==> config.mk <==
export PLATFORM = sky130hd
export DESIGN_NAME = fpsc_ctrl
export DESIGN_NICKNAME = d
export VERILOG_FILES = /design/src/rtl/fpsc_pkg.sv /design/src/rtl/fpsc_swap_map.sv /design/src/rtl/fpsc_cmd_gate.sv /design/src/rtl/fpsc_ctrl.sv
export SDC_FILE = /design/constraint.sdc
export NUM_CORES = 1
export LEC_CHECK = 0
export BUFFER_PORTS_ARGS = -buffer_cell sky130_fd_sc_hd__buf_2
export CORE_MARGIN = 2
export CORE_UTILIZATION = 44
export CTS_CLUSTER_DIAMETER = 30
export DETAILED_ROUTE_END_ITERATION = 7
export GPL_TIMING_DRIVEN = 0
export HOLD_SLACK_MARGIN = 0.12
export PLACE_DENSITY_LB_ADDON = 0.12
export SETUP_SLACK_MARGIN = 0.5
export SLEW_MARGIN = 20
export SYNTH_ARGS = -nofsm -noshare
export SYNTH_HDL_FRONTEND = slang
export SYNTH_SLANG_ARGS = --single-unit
==> constraint.sdc <==
create_clock -name SYS_CLK -period 2.37 [get_ports SYS_CLK]
set_clock_uncertainty 0.2 [all_clocks]
set_input_delay 0.3555 -clock SYS_CLK [delete_from_list [all_inputs] [get_ports SYS_CLK]]
set_output_delay 0.3555 -clock SYS_CLK [all_outputs]
set_load 0.05 [all_outputs]
==> src/rtl/fpsc_pkg.sv <==
package fpsc_pkg;

  // Register byte offsets.
  localparam logic [8:0] FPSC_OFF_SECURITY = 9'h010;
  localparam logic [8:0] FPSC_OFF_PROT_LOW = 9'h020;
  localparam logic [8:0] FPSC_OFF_PROT_HIGH = 9'h030;
  localparam logic [8:0] FPSC_OFF_OP_STATUS = 9'h100;
  localparam logic [8:0] FPSC_OFF_SWAP_STATUS = 9'h104;
  localparam logic [8:0] FPSC_OFF_AREA_SEL = 9'h140;
  localparam logic [8:0] FPSC_OFF_ABORT_CTRL = 9'h148;
  localparam logic [8:0] FPSC_OFF_STATUS_CLR = 9'h14C;
  localparam logic [8:0] FPSC_OFF_WCLK_DIV = 9'h150;
  localparam logic [8:0] FPSC_OFF_PROG_CNT = 9'h154;
  localparam logic [8:0] FPSC_OFF_ERASE_CNT = 9'h158;

  // Field positions.
  localparam int FPSC_SEC_BIT = 0;
  localparam int FPSC_READY_BIT = 0;
  localparam int FPSC_PAGE_LSB = 8;
  localparam int FPSC_BLKLOW_LSB = 17;
  localparam int FPSC_BLKHIGH_LSB = 16;
  localparam int FPSC_ABORT_FLAG_BIT = 24;
  localparam int FPSC_SWP_LSB = 0;
  localparam int FPSC_FLG_LSB = 2;
  localparam int FPSC_SIZE_LSB = 8;
  localparam int FPSC_REGION_ZERO_SELECT_LSB = 0;
  localparam int FPSC_REGION_ONE_SELECT_LSB = 4;

  // Codes and reset values.
  localparam logic [2:0] FPSC_ALL_ONES3 = 3'h7;
  localparam logic FPSC_SEC_RESET = 1'b1;
  localparam logic [1:0] FPSC_SWP_ACTIVE = 2'h1;
  localparam logic [1:0] FPSC_SWP_RELEASED = 2'h3;
  localparam logic [2:0] FPSC_SIZE_RESET = 3'h0;
  localparam logic [4:0] FPSC_DIV_RESET = 5'h00;
  localparam logic [1:0] FPSC_PROG_RESET = 2'h0;
  localparam logic [3:0] FPSC_ERASE_RESET = 4'h6;
  localparam logic [31:0] FPSC_RD_UNMAPPED = 32'h0000_0000;
  localparam logic [31:0] FPSC_PROT_HIGH_ONE = 32'h0000_0001;

  // Swap region sizes as address bit counts: 4K,8K,16K,32K,512K.
  localparam logic [4:0] FPSC_SZ_4K = 5'h0C;
  localparam logic [4:0] FPSC_SZ_8K = 5'h0D;
  localparam logic [4:0] FPSC_SZ_16K = 5'h0E;
  localparam logic [4:0] FPSC_SZ_32K = 5'h0F;
  localparam logic [4:0] FPSC_SZ_512K = 5'h13;
  localparam int FPSC_FADDR_W = 20;

  typedef enum logic [2:0] {
    FPSC_CMD_PROGRAM,
    FPSC_CMD_CHIP_ERASE,
    FPSC_CMD_AREA_ERASE,
    FPSC_CMD_SWAP,
    FPSC_CMD_PROT_ERASE
  } fpsc_cmd_t;

  typedef struct packed {
    logic valid;
    fpsc_cmd_t cmd;
    logic area;
    logic swap_set;
    logic swap_release;
    logic [2:0] size;
    logic [5:0] flags;
  } fpsc_req_t;

  typedef struct packed {
    logic ready;
    logic fail;
    logic [14:0] blk_low;
    logic [7:0] page;
    logic [15:0] blk_high;
  } fpsc_core_t;

endpackage

==> src/rtl/fpsc_swap_map.sv <==
`timescale 1ns/1ps
module fpsc_swap_map
  import fpsc_pkg::*;
(
  input wire logic [1:0] swap_state,
  input wire logic [2:0] swap_size,
  input wire logic [FPSC_FADDR_W-1:0] addr_in,
  output logic [FPSC_FADDR_W-1:0] addr_out
);

  logic [4:0] bits_w;

  always_comb begin
    case (swap_size)
      3'h0: bits_w = FPSC_SZ_4K;
      3'h1: bits_w = FPSC_SZ_8K;
      3'h2: bits_w = FPSC_SZ_16K;
      3'h3: bits_w = FPSC_SZ_32K;
      default: bits_w = FPSC_SZ_512K;
    endcase
  end

  // Regions below twice the size swap halves while swapping.
  always_comb begin
    addr_out = addr_in;
    if (swap_state == FPSC_SWP_ACTIVE && (addr_in >> (bits_w + 5'h01)) == '0) begin
      addr_out = addr_in ^ (FPSC_FADDR_W'(1) << bits_w);
    end
  end

endmodule // fpsc_swap_map

==> src/rtl/fpsc_cmd_gate.sv <==
`timescale 1ns/1ps
module fpsc_cmd_gate
  import fpsc_pkg::*;
(
  input wire fpsc_req_t req,
  input wire logic [2:0] region_zero_select_sel,
  input wire logic [2:0] region_one_select_sel,
  input wire logic ready,
  input wire logic secured,
  output logic accept
);

  logic area_ok;

  always_comb begin
    if (req.cmd == FPSC_CMD_CHIP_ERASE) begin
      area_ok = (region_zero_select_sel == FPSC_ALL_ONES3) && (region_one_select_sel == FPSC_ALL_ONES3);
    end else if (req.area) begin
      area_ok = region_one_select_sel == FPSC_ALL_ONES3;
    end else begin
      area_ok = region_zero_select_sel == FPSC_ALL_ONES3;
    end
  end

  // Busy or unselected area cancels the command.
  assign accept = req.valid && ready && area_ok && !secured;

endmodule // fpsc_cmd_gate

==> src/rtl/fpsc_ctrl.sv <==
// The implementer's own choice: the Avalon-MM interface to the registers.
`timescale 1ns/1ps
// Functional notes
// - Security bit 0, resets one, rest zero.
// - Security reset also by deep stop release.
// - Blocks 1-15 protect flags, read-only.
// - Block 0 pages protect flags bits 15-8.
// - Ready flag low during automatic operation.
// - Failure keeps busy until abort.
// - Commands while busy are not taken.
// - High protect register, bit 0 one.
// - Abort while busy sets sticky abort flag bit 24.
// - Swap size field bits 10-8.
// - Swap state bits 1-0, 01 swapping.
// - Software flag field bits 7-2.
// - Protect bit erase clears swap status.
// - Area one selected only by 111.
// - Area zero selected only by 111.
// - Unselected area cancels the command.
// - Abort field 111 aborts, reads back.
// - Swapping exchanges the two low regions.
// - Swap command sets state, and size for codes 0-4 only.
// - Security active needs all protect bits.
// - Status clear 111 clears abort flag.
module fpsc_ctrl
  import fpsc_pkg::*;
(
  // Clock and reset.
  input wire logic SYS_CLK,
  input wire logic RESET_N,
  input wire logic DEEP_STOP_RELEASE,
  // Avalon-MM slave.
  input wire logic [8:0] AVS_ADDRESS,
  input wire logic AVS_READ,
  input wire logic AVS_WRITE,
  input wire logic [31:0] AVS_WRITEDATA,
  output logic [31:0] AVS_READDATA,
  output logic AVS_WAITREQUEST,
  // Flash core side.
  input wire fpsc_req_t CMD_REQ,
  input wire fpsc_core_t CORE_STAT,
  input wire logic [FPSC_FADDR_W-1:0] FETCH_ADDR,
  output logic CMD_ACCEPT,
  output logic CORE_ABORT,
  output logic SECURITY_ACTIVE,
  output logic [FPSC_FADDR_W-1:0] ARRAY_ADDR,
  output logic [4:0] WCLK_DIV,
  output logic [1:0] PROG_CNT,
  output logic [3:0] ERASE_CNT
);

  typedef enum logic [1:0] {FPSC_IDLE, FPSC_ANSWER} fpsc_bus_t;

  fpsc_bus_t bus_q;
  logic sec_q;
  logic abort_flag_q;
  logic [2:0] abort_field_q;
  logic [2:0] clear_field_q;
  logic [2:0] region_zero_select_q;
  logic [2:0] region_one_select_q;
  logic [1:0] swp_q;
  logic [5:0] flg_q;
  logic [2:0] size_q;
  logic [4:0] div_q;
  logic [1:0] prog_q;
  logic [3:0] erase_q;
  logic busy_q;
  logic accept_q;
  logic abort_pulse_q;
  logic secured_q;
  logic [FPSC_FADDR_W-1:0] array_addr_q;
  logic [31:0] rdata_q;
  logic [31:0] rdata_d;
  logic wr_take;
  logic rd_take;
  logic accept_w;
  logic ready_w;
  logic all_prot_w;
  logic [FPSC_FADDR_W-1:0] map_addr_w;

  // One wait cycle: request seen while idle stalls, answered next edge.
  assign wr_take = AVS_WRITE && bus_q == FPSC_ANSWER;
  assign rd_take = AVS_READ && bus_q == FPSC_ANSWER;

  always_ff @(posedge SYS_CLK or negedge RESET_N) begin
    if (!RESET_N) begin
      bus_q <= FPSC_IDLE;
    end else begin
      case (bus_q)
        FPSC_IDLE: bus_q <= (AVS_READ || AVS_WRITE) ? FPSC_ANSWER : FPSC_IDLE;
        FPSC_ANSWER: bus_q <= FPSC_IDLE;
        default: bus_q <= FPSC_IDLE;
      endcase
    end
  end

  always_ff @(posedge SYS_CLK or negedge RESET_N) begin
    if (!RESET_N) begin
      AVS_WAITREQUEST <= 1'b1;
    end else begin
      AVS_WAITREQUEST <= !(bus_q == FPSC_IDLE && (AVS_READ || AVS_WRITE));
    end
  end

  // Security bit, reinitialised by reset and by deep stop release.
  always_ff @(posedge SYS_CLK or negedge RESET_N) begin
    if (!RESET_N) begin
      sec_q <= FPSC_SEC_RESET;
    end else if (DEEP_STOP_RELEASE) begin
      sec_q <= FPSC_SEC_RESET;
    end else if (wr_take && AVS_ADDRESS == FPSC_OFF_SECURITY) begin
      sec_q <= AVS_WRITEDATA[FPSC_SEC_BIT];
    end
  end

  // Security function needs the bit and every protect bit set.
  assign all_prot_w = &CORE_STAT.blk_low && &CORE_STAT.page && &CORE_STAT.blk_high;

  always_ff @(posedge SYS_CLK or negedge RESET_N) begin
    if (!RESET_N) begin
      secured_q <= 1'b0;
    end else begin
      secured_q <= sec_q && all_prot_w;
    end
  end

  // Area selection register.
  always_ff @(posedge SYS_CLK or negedge RESET_N) begin
    if (!RESET_N) begin
      region_zero_select_q <= '0;
      region_one_select_q <= '0;
    end else if (wr_take && AVS_ADDRESS == FPSC_OFF_AREA_SEL) begin
      region_zero_select_q <= AVS_WRITEDATA[FPSC_REGION_ZERO_SELECT_LSB +: 3];
      region_one_select_q <= AVS_WRITEDATA[FPSC_REGION_ONE_SELECT_LSB +: 3];
    end
  end

  // Abort control and status clear fields read back as written.
  always_ff @(posedge SYS_CLK or negedge RESET_N) begin
    if (!RESET_N) begin
      abort_field_q <= '0;
      abort_pulse_q <= 1'b0;
    end else begin
      abort_pulse_q <= 1'b0;
      if (wr_take && AVS_ADDRESS == FPSC_OFF_ABORT_CTRL) begin
        abort_field_q <= AVS_WRITEDATA[2:0];
        abort_pulse_q <= AVS_WRITEDATA[2:0] == FPSC_ALL_ONES3;
      end
    end
  end

  always_ff @(posedge SYS_CLK or negedge RESET_N) begin
    if (!RESET_N) begin
      clear_field_q <= '0;
    end else if (wr_take && AVS_ADDRESS == FPSC_OFF_STATUS_CLR) begin
      clear_field_q <= AVS_WRITEDATA[2:0];
    end
  end

  // Sticky abort flag; a new abort wins over a clear in the same cycle.
  always_ff @(posedge SYS_CLK or negedge RESET_N) begin
    if (!RESET_N) begin
      abort_flag_q <= 1'b0;
    end else if (abort_pulse_q && busy_q) begin
      abort_flag_q <= 1'b1;
    end else if (wr_take && AVS_ADDRESS == FPSC_OFF_STATUS_CLR && AVS_WRITEDATA[2:0] == FPSC_ALL_ONES3) begin
      abort_flag_q <= 1'b0;
    end
  end

  // Busy from acceptance until the core ends normally or is aborted.
  fpsc_cmd_gate u_gate (
    .req(CMD_REQ),
    .region_zero_select_sel(region_zero_select_q),
    .region_one_select_sel(region_one_select_q),
    .ready(ready_w),
    .secured(secured_q),
    .accept(accept_w)
  );

  assign ready_w = !busy_q;

  always_ff @(posedge SYS_CLK or negedge RESET_N) begin
    if (!RESET_N) begin
      busy_q <= 1'b0;
    end else if (abort_pulse_q) begin
      busy_q <= 1'b0;
    end else if (accept_w) begin
      busy_q <= 1'b1;
    end else if (busy_q && CORE_STAT.ready && !CORE_STAT.fail) begin
      busy_q <= 1'b0;
    end
  end

  always_ff @(posedge SYS_CLK or negedge RESET_N) begin
    if (!RESET_N) begin
      accept_q <= 1'b0;
      CORE_ABORT <= 1'b0;
    end else begin
      accept_q <= accept_w;
      CORE_ABORT <= abort_pulse_q;
    end
  end

  assign CMD_ACCEPT = accept_q;

  // Swap status: set by swap command, cleared by protect bit erase.
  always_ff @(posedge SYS_CLK or negedge RESET_N) begin
    if (!RESET_N) begin
      swp_q <= '0;
      flg_q <= '0;
      size_q <= FPSC_SIZE_RESET;
    end else if (accept_w && CMD_REQ.cmd == FPSC_CMD_PROT_ERASE) begin
      swp_q <= '0;
      flg_q <= '0;
      size_q <= FPSC_SIZE_RESET;
    end else if (accept_w && CMD_REQ.cmd == FPSC_CMD_SWAP) begin
      if (CMD_REQ.swap_set) begin
        swp_q[0] <= 1'b1;
      end
      if (CMD_REQ.swap_release) begin
        swp_q[1] <= 1'b1;
      end
      if (CMD_REQ.size <= 3'h4) begin
        size_q <= CMD_REQ.size;
      end
      flg_q <= CMD_REQ.flags;
    end
  end

  fpsc_swap_map u_map (
    .swap_state(swp_q),
    .swap_size(size_q),
    .addr_in(FETCH_ADDR),
    .addr_out(map_addr_w)
  );

  always_ff @(posedge SYS_CLK or negedge RESET_N) begin
    if (!RESET_N) begin
      array_addr_q <= '0;
    end else begin
      array_addr_q <= map_addr_w;
    end
  end

  assign ARRAY_ADDR = array_addr_q;
  assign SECURITY_ACTIVE = secured_q;

  // Timing count registers passed on to the core.
  always_ff @(posedge SYS_CLK or negedge RESET_N) begin
    if (!RESET_N) begin
      div_q <= FPSC_DIV_RESET;
      prog_q <= FPSC_PROG_RESET;
      erase_q <= FPSC_ERASE_RESET;
    end else if (wr_take) begin
      case (AVS_ADDRESS)
        FPSC_OFF_WCLK_DIV: div_q <= AVS_WRITEDATA[4:0];
        FPSC_OFF_PROG_CNT: prog_q <= AVS_WRITEDATA[1:0];
        FPSC_OFF_ERASE_CNT: erase_q <= AVS_WRITEDATA[3:0];
        default: ;
      endcase
    end
  end

  assign WCLK_DIV = div_q;
  assign PROG_CNT = prog_q;
  assign ERASE_CNT = erase_q;

  // Read mux; reserved bits are zero and unmapped reads return zero.
  always_comb begin
    rdata_d = FPSC_RD_UNMAPPED;
    case (AVS_ADDRESS)
      FPSC_OFF_SECURITY: rdata_d[FPSC_SEC_BIT] = sec_q;
      FPSC_OFF_PROT_LOW: begin
        rdata_d[FPSC_BLKLOW_LSB +: 15] = CORE_STAT.blk_low;
        rdata_d[FPSC_PAGE_LSB +: 8] = CORE_STAT.page;
        rdata_d[FPSC_READY_BIT] = ready_w;
      end
      FPSC_OFF_PROT_HIGH: rdata_d = {CORE_STAT.blk_high, 16'h0000} | FPSC_PROT_HIGH_ONE;
      FPSC_OFF_OP_STATUS: rdata_d[FPSC_ABORT_FLAG_BIT] = abort_flag_q;
      FPSC_OFF_SWAP_STATUS: begin
        rdata_d[FPSC_SIZE_LSB +: 3] = size_q;
        rdata_d[FPSC_FLG_LSB +: 6] = flg_q;
        rdata_d[FPSC_SWP_LSB +: 2] = swp_q;
      end
      FPSC_OFF_AREA_SEL: begin
        rdata_d[FPSC_REGION_ONE_SELECT_LSB +: 3] = region_one_select_q;
        rdata_d[FPSC_REGION_ZERO_SELECT_LSB +: 3] = region_zero_select_q;
      end
      FPSC_OFF_ABORT_CTRL: rdata_d[2:0] = abort_field_q;
      FPSC_OFF_STATUS_CLR: rdata_d[2:0] = clear_field_q;
      FPSC_OFF_WCLK_DIV: rdata_d[4:0] = div_q;
      FPSC_OFF_PROG_CNT: rdata_d[1:0] = prog_q;
      FPSC_OFF_ERASE_CNT: rdata_d[3:0] = erase_q;
      default: rdata_d = FPSC_RD_UNMAPPED;
    endcase
  end

  always_ff @(posedge SYS_CLK or negedge RESET_N) begin
    if (!RESET_N) begin
      rdata_q <= '0;
    end else if (bus_q == FPSC_IDLE && AVS_READ) begin
      rdata_q <= rdata_d;
    end
  end

  assign AVS_READDATA = rdata_q;

  // Assertions.
  sec_reset_val_a: assert property (@(posedge SYS_CLK) disable iff (!RESET_N)
    DEEP_STOP_RELEASE |=> sec_q) else $error("security bit not reinitialised");
  busy_block_a: assert property (@(posedge SYS_CLK) disable iff (!RESET_N)
    busy_q |-> !accept_w) else $error("command taken while busy");
  area_cancel_a: assert property (@(posedge SYS_CLK) disable iff (!RESET_N)
    (CMD_REQ.valid && !CMD_REQ.area && region_zero_select_q != FPSC_ALL_ONES3) |-> !accept_w)
    else $error("unselected area command taken");
  fail_hold_a: assert property (@(posedge SYS_CLK) disable iff (!RESET_N)
    (busy_q && CORE_STAT.fail && !abort_pulse_q) |=> busy_q) else $error("busy lost on failure");
  abort_ready_a: assert property (@(posedge SYS_CLK) disable iff (!RESET_N)
    abort_pulse_q |=> ready_w) else $error("abort did not restore ready");
  abort_flag_a: assert property (@(posedge SYS_CLK) disable iff (!RESET_N)
    (abort_pulse_q && busy_q) |=> abort_flag_q) else $error("abort flag not set");
  clear_flag_a: assert property (@(posedge SYS_CLK) disable iff (!RESET_N)
    (wr_take && AVS_ADDRESS == FPSC_OFF_STATUS_CLR && AVS_WRITEDATA[2:0] == FPSC_ALL_ONES3 &&
     !(abort_pulse_q && busy_q)) |=> !abort_flag_q) else $error("abort flag not cleared");
  swap_clear_a: assert property (@(posedge SYS_CLK) disable iff (!RESET_N)
    (accept_w && CMD_REQ.cmd == FPSC_CMD_PROT_ERASE) |=> (swp_q == 2'h0 && size_q == 3'h0))
    else $error("swap status not reinitialised");
  abort_pulse_a: assert property (@(posedge SYS_CLK) disable iff (!RESET_N)
    (wr_take && AVS_ADDRESS == FPSC_OFF_ABORT_CTRL && AVS_WRITEDATA[2:0] == 3'h7) |=> ##1 CORE_ABORT)
    else $error("abort not forwarded");
  secure_need_a: assert property (@(posedge SYS_CLK) disable iff (!RESET_N)
    secured_q |-> $past(sec_q)) else $error("secured without bit");

  swap_seen_c: cover property (@(posedge SYS_CLK) disable iff (!RESET_N) swp_q == FPSC_SWP_ACTIVE);
  abort_seen_c: cover property (@(posedge SYS_CLK) disable iff (!RESET_N) abort_pulse_q && busy_q);
  accept_seen_c: cover property (@(posedge SYS_CLK) disable iff (!RESET_N) accept_w);

endmodule // fpsc_ctrl

Word-level counts from Yosys, hierarchy flattened

Cells that the tools add are included.

Input bits: 123
Word-level logic and storage cells: 130
Register bits: 96
Output and inout bits: 67

Mux-type cells: 36
Add/subtract/negate cells: 1
Bitwise gates (word level): 1
Eq/ne operators: 22
Reductions and logical operators: 45
Magnitude comparators: 1
Shifts and indexed selects: 2

Operator list:

| cell                   | number |
|---|---|
| $eq A9 B9 Y1 const B   | 8 |
| $pmux W7 S2            | 2 |
| $logic_and A1 B1 Y1    | 21 |
| $logic_not A20 Y1      | 1 |
| $mux W20               | 1 |
| $pmux W5 S4            | 1 |
| $shl A1 B5 Y20 const A | 1 |
| $shr A20 B5 Y20        | 1 |
| $xor A20 B20 Y20       | 1 |
| $eq A9 B6 Y1 const B   | 2 |
| $reduce_and A16 Y1     | 1 |
| $mux W1                | 15 |
| $reduce_and A15 Y1     | 1 |
| $eq A3 B3 Y1 const B   | 4 |
| $mux W6                | 2 |
| $reduce_and A2 Y1      | 6 |
| $reduce_bool A2 Y1     | 6 |
| $pmux W1 S10           | 1 |
| $eq A3 B2 Y1 const B   | 3 |
| $eq A9 B5 Y1 const B   | 1 |
| $mux W3                | 3 |
| $pmux W1 S3            | 3 |
| $reduce_and A8 Y1      | 1 |
| $pmux W1 S7            | 1 |
| other kinds (14)       | 21 |

Longest topological paths before layout

Gate-level depths: netlist (run 1).

Depth in word-level cells: 8
Gate-level depth with buffers: 9
Mapped depth without buffers: 8

Hierarchy

From an unflattened synthesis (run 1), not the netlist that was laid out.

Cells, all modules: 440
Area total of the unflattened synthesis: 4670.7 um^2

By module, submodules not included:

| module        | seq. area each (um^2) | times used | cells each | area an instance (um^2) |
|---|---|---|---|---|
| fpsc_ctrl     | 2382.3                | 1          | 362        | 4149.0 |
| fpsc_swap_map | 0.0                   | 1          | 70         | 465.4 |
| fpsc_cmd_gate | 0.0                   | 1          | 8          | 56.3 |

Worst setup path after synthesis (run 1)

OpenSTA, ideal clock, no wires.

Path kind: flip-flop to flip-flop
Start point: register size_q[2]
End point: register array_addr_q[12], in the netlist ARRAY_ADDR[12]
Clock period less this slack: 2.613 ns
Slack: -0.243 ns
Setup time: 0.123 ns
Path buffers: 1
Cell stages (with the launch flop): 10
Data required time: 2.047 ns
Data arrival time: 2.290 ns
Cells stage by stage: dfrtp_1 -> buf_2 -> or2_2 -> inv_1 -> ha_1 -> nor4b_2 -> o211ai_1 -> o32ai_2 -> nand4_1 -> xnor2_1

Word-level cells in the longest chain between the ends: 7
Elaborated cells on any way between the ends: 12
Those cells by class: add/sub (1); eq/ne (3); shift (2); mux (2); bitwise (1); reduce/logical (3)

Ends and longest elaborated chain:

| what                                       | line                | text |
|---|---|---|
| start, declared                            | fpsc_ctrl.sv:63     | `logic [2:0] size_q;` |
| start signal, assigned                     | fpsc_ctrl.sv:225    | `size_q <= CMD_REQ.size;` |
| $eq A3 B2 Y1, or another cell as far along | fpsc_swap_map.sv:14 | `case (swap_size)` |
| $pmux W5 S4 (*)                            | fpsc_swap_map.sv:14 |  |
| $add A5 B1 Y5                              | fpsc_swap_map.sv:26 | `if (swap_state == FPSC_SWP_ACTIVE && (addr_in >> (bits_w + 5'h01)) == '0) begin` |
| $shr A20 B5 Y20                            | fpsc_swap_map.sv:26 |  |
| $logic_not A20 Y1                          | fpsc_swap_map.sv:26 |  |
| $logic_and A1 B1 Y1                        | fpsc_swap_map.sv:26 |  |
| $mux W20 (*)                               | fpsc_swap_map.sv:26 |  |
| via map_addr_w[12]                         | fpsc_ctrl.sv:79     | `logic [FPSC_FADDR_W-1:0] map_addr_w;` |
| end signal, assigned                       | fpsc_ctrl.sv:242    | `array_addr_q <= map_addr_w;` |
| end, declared                              | fpsc_ctrl.sv:71     | `logic [FPSC_FADDR_W-1:0] array_addr_q;` |

The timed path passes the listed nets; every way through them passes the cells marked *.
A chain may end at the register's enable or synchronous reset.

Final worst setup path (run 1)

Start point: register size_q[2]
End point: register array_addr_q[17], in the netlist ARRAY_ADDR[17]

Same word-level chain as after synthesis.

==> results of run 1 <==
what timing repair did:
action / CTS / global route
cloned: 0 / 1
buffers inserted: 13 / 4
hold buffers: 65 / 1
setup endpoints to repair: 43 / 46
resized for setup: 12 / 28
pin swaps: 15 / 16
endpoints found under the hold margin: 149 / 1
flip-flops by register name (all words and copies together) (netlist names):
register and flops:
WCLK_DIV 5, region_one_select_q 3, abort_field_q 3, AVS_READDATA 32, PROG_CNT 2, bus_q 1, CORE_ABORT 1, SECURITY_ACTIVE 1
CMD_ACCEPT 1, ERASE_CNT 4, busy_q 1, abort_flag_q 1, ARRAY_ADDR 20, sec_q 1, swp_q 2, region_zero_select_q 3
flg_q 6, clear_field_q 3, size_q 3, AVS_WAITREQUEST 1, abort_pulse_q 1
tightest hold or removal path, delay by kind of cell:
| family | cells | cell delay [ps] |
|---|---|---|
| multiplexers | 1 | 50 |
| buffers and inverters | 1 | 90 |
| AO/OA/AOI/OAI | 1 | 150 |
worst paths after layout:
check / slack [ps] / depth (start not counted) / end
setup reg to reg: -200 / 10 / ARRAY_ADDR[17]
hold reg to reg: 210 / 0 / CORE_ABORT
min in group asynchronous: 190 / 2 / ARRAY_ADDR[17]
hold / removal: 120 / 3 / AVS_READDATA[26]
setup / recovery: -200 / 10 / ARRAY_ADDR[17]
max in group asynchronous: 1110 / 3 / ERASE_CNT[2]
final cells by class:
cell class / instances / area, µm²
fill: 835 / 3382
sequential: 95 / 2382
multi-input combinational: 309 / 2268
timing repair buffer: 240 / 1618
buffer: 30 / 170.2
tap: 136 / 170.2
clock buffer: 10 / 137.6
clock inverter: 6 / 58.81
inverter: 11 / 43.79
metal layers:
layer	vias up	global-route usage
met2	172	0.4341
met3	32	0.04047
li1	2099	-
met5	-	0
met4	0	0.1165
met1	2181	0.3128
layout by cell type (no fill, tap or decap), types with 4 or more instances in the layout:
cell / n
a21oi_1: 8
buf_2: 159
buf_4: 15
buf_6: 6
clkbuf_1: 19
clkbuf_8: 11
clkinv_2: 4
dfrtp_1: 91
dfstp_2: 4
dlygate4sd3_1: 65
inv_1: 9
mux2_2: 22
mux2i_1: 19
nand2_1: 62
nand3_1: 15
nand4_1: 19
nor2_1: 21
nor3_1: 9
o211ai_1: 4
o21ai_0: 31
xnor2_1: 8
through the flow:
| stage | hold WS [ps] | util | area [µm²] | instances |
|---|---|---|---|---|
| 5_1_grt | 127.2 | 0.6694 | 6849 | 837 |
| 3_5_place_dp | 14.24 | 0.5560 | 5688 | 738 |
| 2_1_floorplan | -140.1 | - | 4703 | 445 |
| 6_report | 124.1 | 0.6694 | 6849 | 837 |
| 4_1_cts | -15.30 | 0.6557 | 6709 | 832 |
| 3_3_place_gp | 184.7 | 0.5526 | 5654 | 737 |
logic make-up after synthesis:
logic type / count (synthesis)
adders and majority gates: 5
AOI/OAI and AO/OA: 81
buffers and inverters: 41
and+or+nand+nor: 171
xor gates and xnor gates: 8
muxes: 44
DFF: 95
power by group through the flow:
stage	logic (µW)	clock network, µW	registers, µW
2_1_floorplan	162	0	1870
3_3_place_gp	535	0	1730
3_5_place_dp	548	0	1730
4_1_cts	642	1100	1700
5_1_grt	712	1170	1700
6_report	664	1080	1700
==> metrics, run 1 <==
xor/xnor share of the synthesized area=0.01524; slew margin rel.=0.6252; Slew Viols, Final=0; initial antenna violation count=0; n_diodes=0; hold path startpoint=CORE_STAT[33]; vias in the first global route=4539; Tmin final=2572 ps; core area=10230 µm²; row count=37; Worst Tran Pin Value=562.1 ps; Place WS=-303.5 ps; clock tree buffer depth=2; Setup TNS=-1360 ps; Seq/Total Area, Yosys=0.5181; routed wl met3=781 µm; CTS Buf Count=9; Buffers on Ports=156; Post-synth top cells=91 x dfrtp_1, 62 x nand2_1, 31 x o21ai_0, 25 x mux2_2, 24 x nor2_1; GPL Wtd Cong=0.8531; Post-Route WL=14.15 mm; most used cell, CP=buf_6; # nets final=824; post-synthesis register bit count=95; CP Data Arrival Time=2630 ps; Synth cell types=62; largest family of logic cells by synthesized area=simple AND/OR/NAND/NOR gates; area leader, netlist=dfrtp_1; Crit. End Element=register; maximum vdd drop=0.2826 mV; crit path max fanout=8; Skew-Pair Late Insertion Delay=360 ps; P&R area growth vs syn=48.95%; count leader, synth=dfrtp_1; post-synthesis compound-gate area fraction=0.1167; chip height=106.2 µm; final worst-path cycle share=1.085; Via Count=4484; post-synthesis mux area share=0.1026; Synth Instances=445; top cells by area, synth=dfrtp_1 50%, mux2_2 6.1%, nand2_1 5.1%; syn_nets=573; top layer used by detailed routing=met4; largest net degree at the start of global routing=77; RSZ-0062 raised after global routing=yes; htree depth=3; clk root buf=clkbuf_8; Die X=106.2 µm; DRT met1 WL=5.820 mm; crit-path leading delay family=compound AO/OA/AOI/OAI gates; failing checks=negative setup slack; I/O pin total=190; internal power=2444 µW; Worst setup SP type=register; ys async rst share=1.000; final setup vio count=8; Routed Antenna Nets=0; first-pass GRT wire length=22.40 mm; Mapped Avg Cell Area=10.33 µm²; CTS tree=done; Synth top area share=0.4952; crit-path cells=buf_6 -> or2_4 -> inv_4 -> ha_4 -> buf_6 -> a21oi_4 -> a211oi_4 -> o32ai_4 -> nand4_1 -> xnor2_1; hold crit path type=in -> reg; Initial Util=0.4494; grt total ovfl=0; WS Path Type=reg -> reg; outcome=complete, but fails checks; overall power=3444 µW; layout cells sized above 1=0.3795; DR pass1 iterations=5; Seq pwr share=0.493; final hold vios=0; simple-gate share of the synthesized area=0.1965; Max-Cap Viols=0; Worst Path Buf+Inv=3; sw frac=0.2903; adder-cell share of the synthesized area=0.01361; Ys Warns=0; worst r2r src=size_q[2]; Slowest-stage cell, CP=o32ai_4; Power Density=502.9 nW/µm²; CP max stage delay=420 ps; DP HPWL=9.660 mm; Gate power share=0.193; met2 routed WL=7.167 mm; initial drt markers=259; Clk pin slew, worst setup/hold paths=100 ps; setup ws final=-202.5 ps; TritonCTS Sinks=95; vias per cell=5.357; Leak=0.003332 µW; WL/cell=16.91 µm; switching power=999.8 µW; GR Util All Layers=0.2530; Req. time, crit path=2430 ps; Netlist Area Pre-Place=4598 µm²; ys flop type=dfrtp_1; number of remaining DRC errors=0; Post-synth EDFFs=0; die area=11280 µm²; Worst Setup SP=size_q[2]; Clock power frac=0.314; fmax=388.7 MHz
(Power assumes the default switching activity.)
==> run 2: changes to the inputs <==
Settings changed: CORE_MARGIN 2 to 1.
==> run 2 against run 1 <==
Net effect:
- the flow still finishes with violations (negative setup slack)
- sequential power hardly changed
- non-clock buffer count is 6 higher
- sequential cell count stayed put
==> metrics, run 2 (synthesis results as in run 1) <==
GRT busiest layer=met2; vias in the first global route=4593; clock tree buffer depth=2; met2 Track Usage GR=0.4752; slew margin rel.=0.6096; commonest non-fill, non-tap cell in the layout=buf_2; maximum vdd drop=0.2743 mV; WS Path Type=reg -> reg; Tmin final=2534 ps; CP Data Arrival Time=2590 ps; Crit. End Element=register; largest net degree at the start of global routing=75; multi-input logic area=2225 µm²; crit-path cells=buf_6 -> or2_4 -> inv_4 -> ha_4 -> buf_6 -> o21bai_1 -> o32ai_2 -> o32ai_4 -> buf_4 -> nand3_2 -> xnor2_1; Leak=0.003331 µW; GPL Wtd Cong=0.8822; CTS Buf Count=9; Worst setup SP type=register; Buffers on Ports=156; setup ws final=-164.3 ps; Post-Route WL=14.26 mm; Worst Path Buf+Inv=4; hold slack final=138.3 ps; met1 Use GR=0.3342; die area=10860 µm²; crit path max fanout=8; Via Count=4469; core area=9955 µm²; Max-Cap Viols=0; Die X=104.2 µm; register area=2384 µm²; htree depth=3; Slew Viols, Final=0; clk root buf=clkbuf_8; hold crit path type=in -> reg; TritonCTS Sinks=95; DR pass1 iterations=6; chip height=104.2 µm; crit-path leading delay family=compound AO/OA/AOI/OAI gates; first-pass GRT wire length=22.89 mm; grt total ovfl=0; CTS tree=done; DP HPWL=9.841 mm; final setup vio count=8; GR Util All Layers=0.2693; met3 Usage GRT=0.03634; Routed Antenna Nets=0; Initial Util=0.4619; commonest cells after routing, fill and taps aside=159 x buf_2, 90 x dfrtp_1, 66 x dlygate4sd3_1; P&R area growth vs syn=48.71%; most used cell, CP=buf_6; # fillers=808; final design utilization=0.6869; I/O pin total=190; Skew-Pair Late Insertion Delay=370 ps; Slowest-stage cell, CP=o32ai_4; initial drt markers=205; final hold vios=0; RSZ-0062 raised after global routing=yes; row count=36; n_diodes=0; r2r setup slk=-160 ps; final worst-path cycle share=1.069; # nets final=830; failing checks=negative setup slack; max reg flops=32; Clk pin slew, worst setup/hold paths=90 ps; outcome=complete, but fails checks; Req. time, crit path=2430 ps; Worst Tran Pin Value=585.5 ps; Power Density=498.6 nW/µm²; fmax=394.6 MHz; initial antenna violation count=0; CP max stage delay=410 ps; WL/cell=16.97 µm; layout cells sized above 1=0.3876; vias per cell=5.320; number of remaining DRC errors=0
run 2: changes by cell type in the layout (fill, tap and decap cells not counted), sizes merged:
cell | previous run | this run
bufinv | 1 | 0
clkbuf | 31 | 34
buf | 184 | 189
clkinvlp | 0 | 1
dlygate4sd3 | 65 | 66
clkinv | 4 | 1
run 2: repair_timing:
action                     4_1_cts  5_1_grt
hold buffers                    65        2
gates resized for setup         15       21
setup endpoints to repair       40       40
hold endpoints to repair       153        1
setup buffers                   10       13
pin swaps                       14       18
run 2: final cells by class:
type                       count  share of cell area
timing repair buffer         246              0.2421
buffer                        30             0.02489
clock inverter                 3            0.003660
clock buffer                  13             0.02470
inverter                      11            0.006404
multi-input combinational    309              0.3253
sequential                    95              0.3486
tap                          133             0.02434
run 2: stage by stage:
stage / cells / instance area (µm²) / total power, µW / worst slack (ps) / setup TNS [ps]
final: 840 / 6838 / 3410 / -164.3 / -937.5
after global routing: 840 / 6838 / 3545 / -271.9 / -1870
after CTS: 826 / 6675 / 3423 / -154.0 / -913.8
after detailed placement: 735 / 5684 / 2276 / -270.6 / -1818
after global placement: 734 / 5650 / 2261 / -257.8 / -14970
after floorplan: 445 / 4703 / 2035 / -31.15 / -178.1
run 2: report_power, final:
part,total [µW],switching [µW],internal (µW)
combinational,665,403,262
clock,1050,573,474
sequential,1700,26.8,1670
total,3410,1000,2410
run 2: metal layers:
layer	routed length, µm	vias up	part of all wire
met5	0	-	0
met4	289	0	0.020
met3	718	23	0.050
met2	7173	182	0.50
met1	6074	2152	0.43
li1	-	2112	-
run 2: worst reg2reg max path, stage by stage, from the launching register on:
cell and delay (ps):
dfrtp_1 400, buf_6 130, or2_4 240, inv_4 70, ha_4 210, buf_6 130, o21bai_1 140, o32ai_2 120
o32ai_4 420, buf_4 180, nand3_2 70, xnor2_1 140
run 2: final timing paths:
path	endpoint	cells past startpoint	from
min reg2reg	CORE_ABORT	0	abort_pulse_q
max reg2reg	ARRAY_ADDR[19]	11	size_q[2]
max in group asynchronous	sec_q	3	RESET_N
min in group asynchronous	ARRAY_ADDR[19]	2	RESET_N
min	AVS_READDATA[30]	3	CORE_STAT[14]
max	ARRAY_ADDR[19]	11	size_q[2]
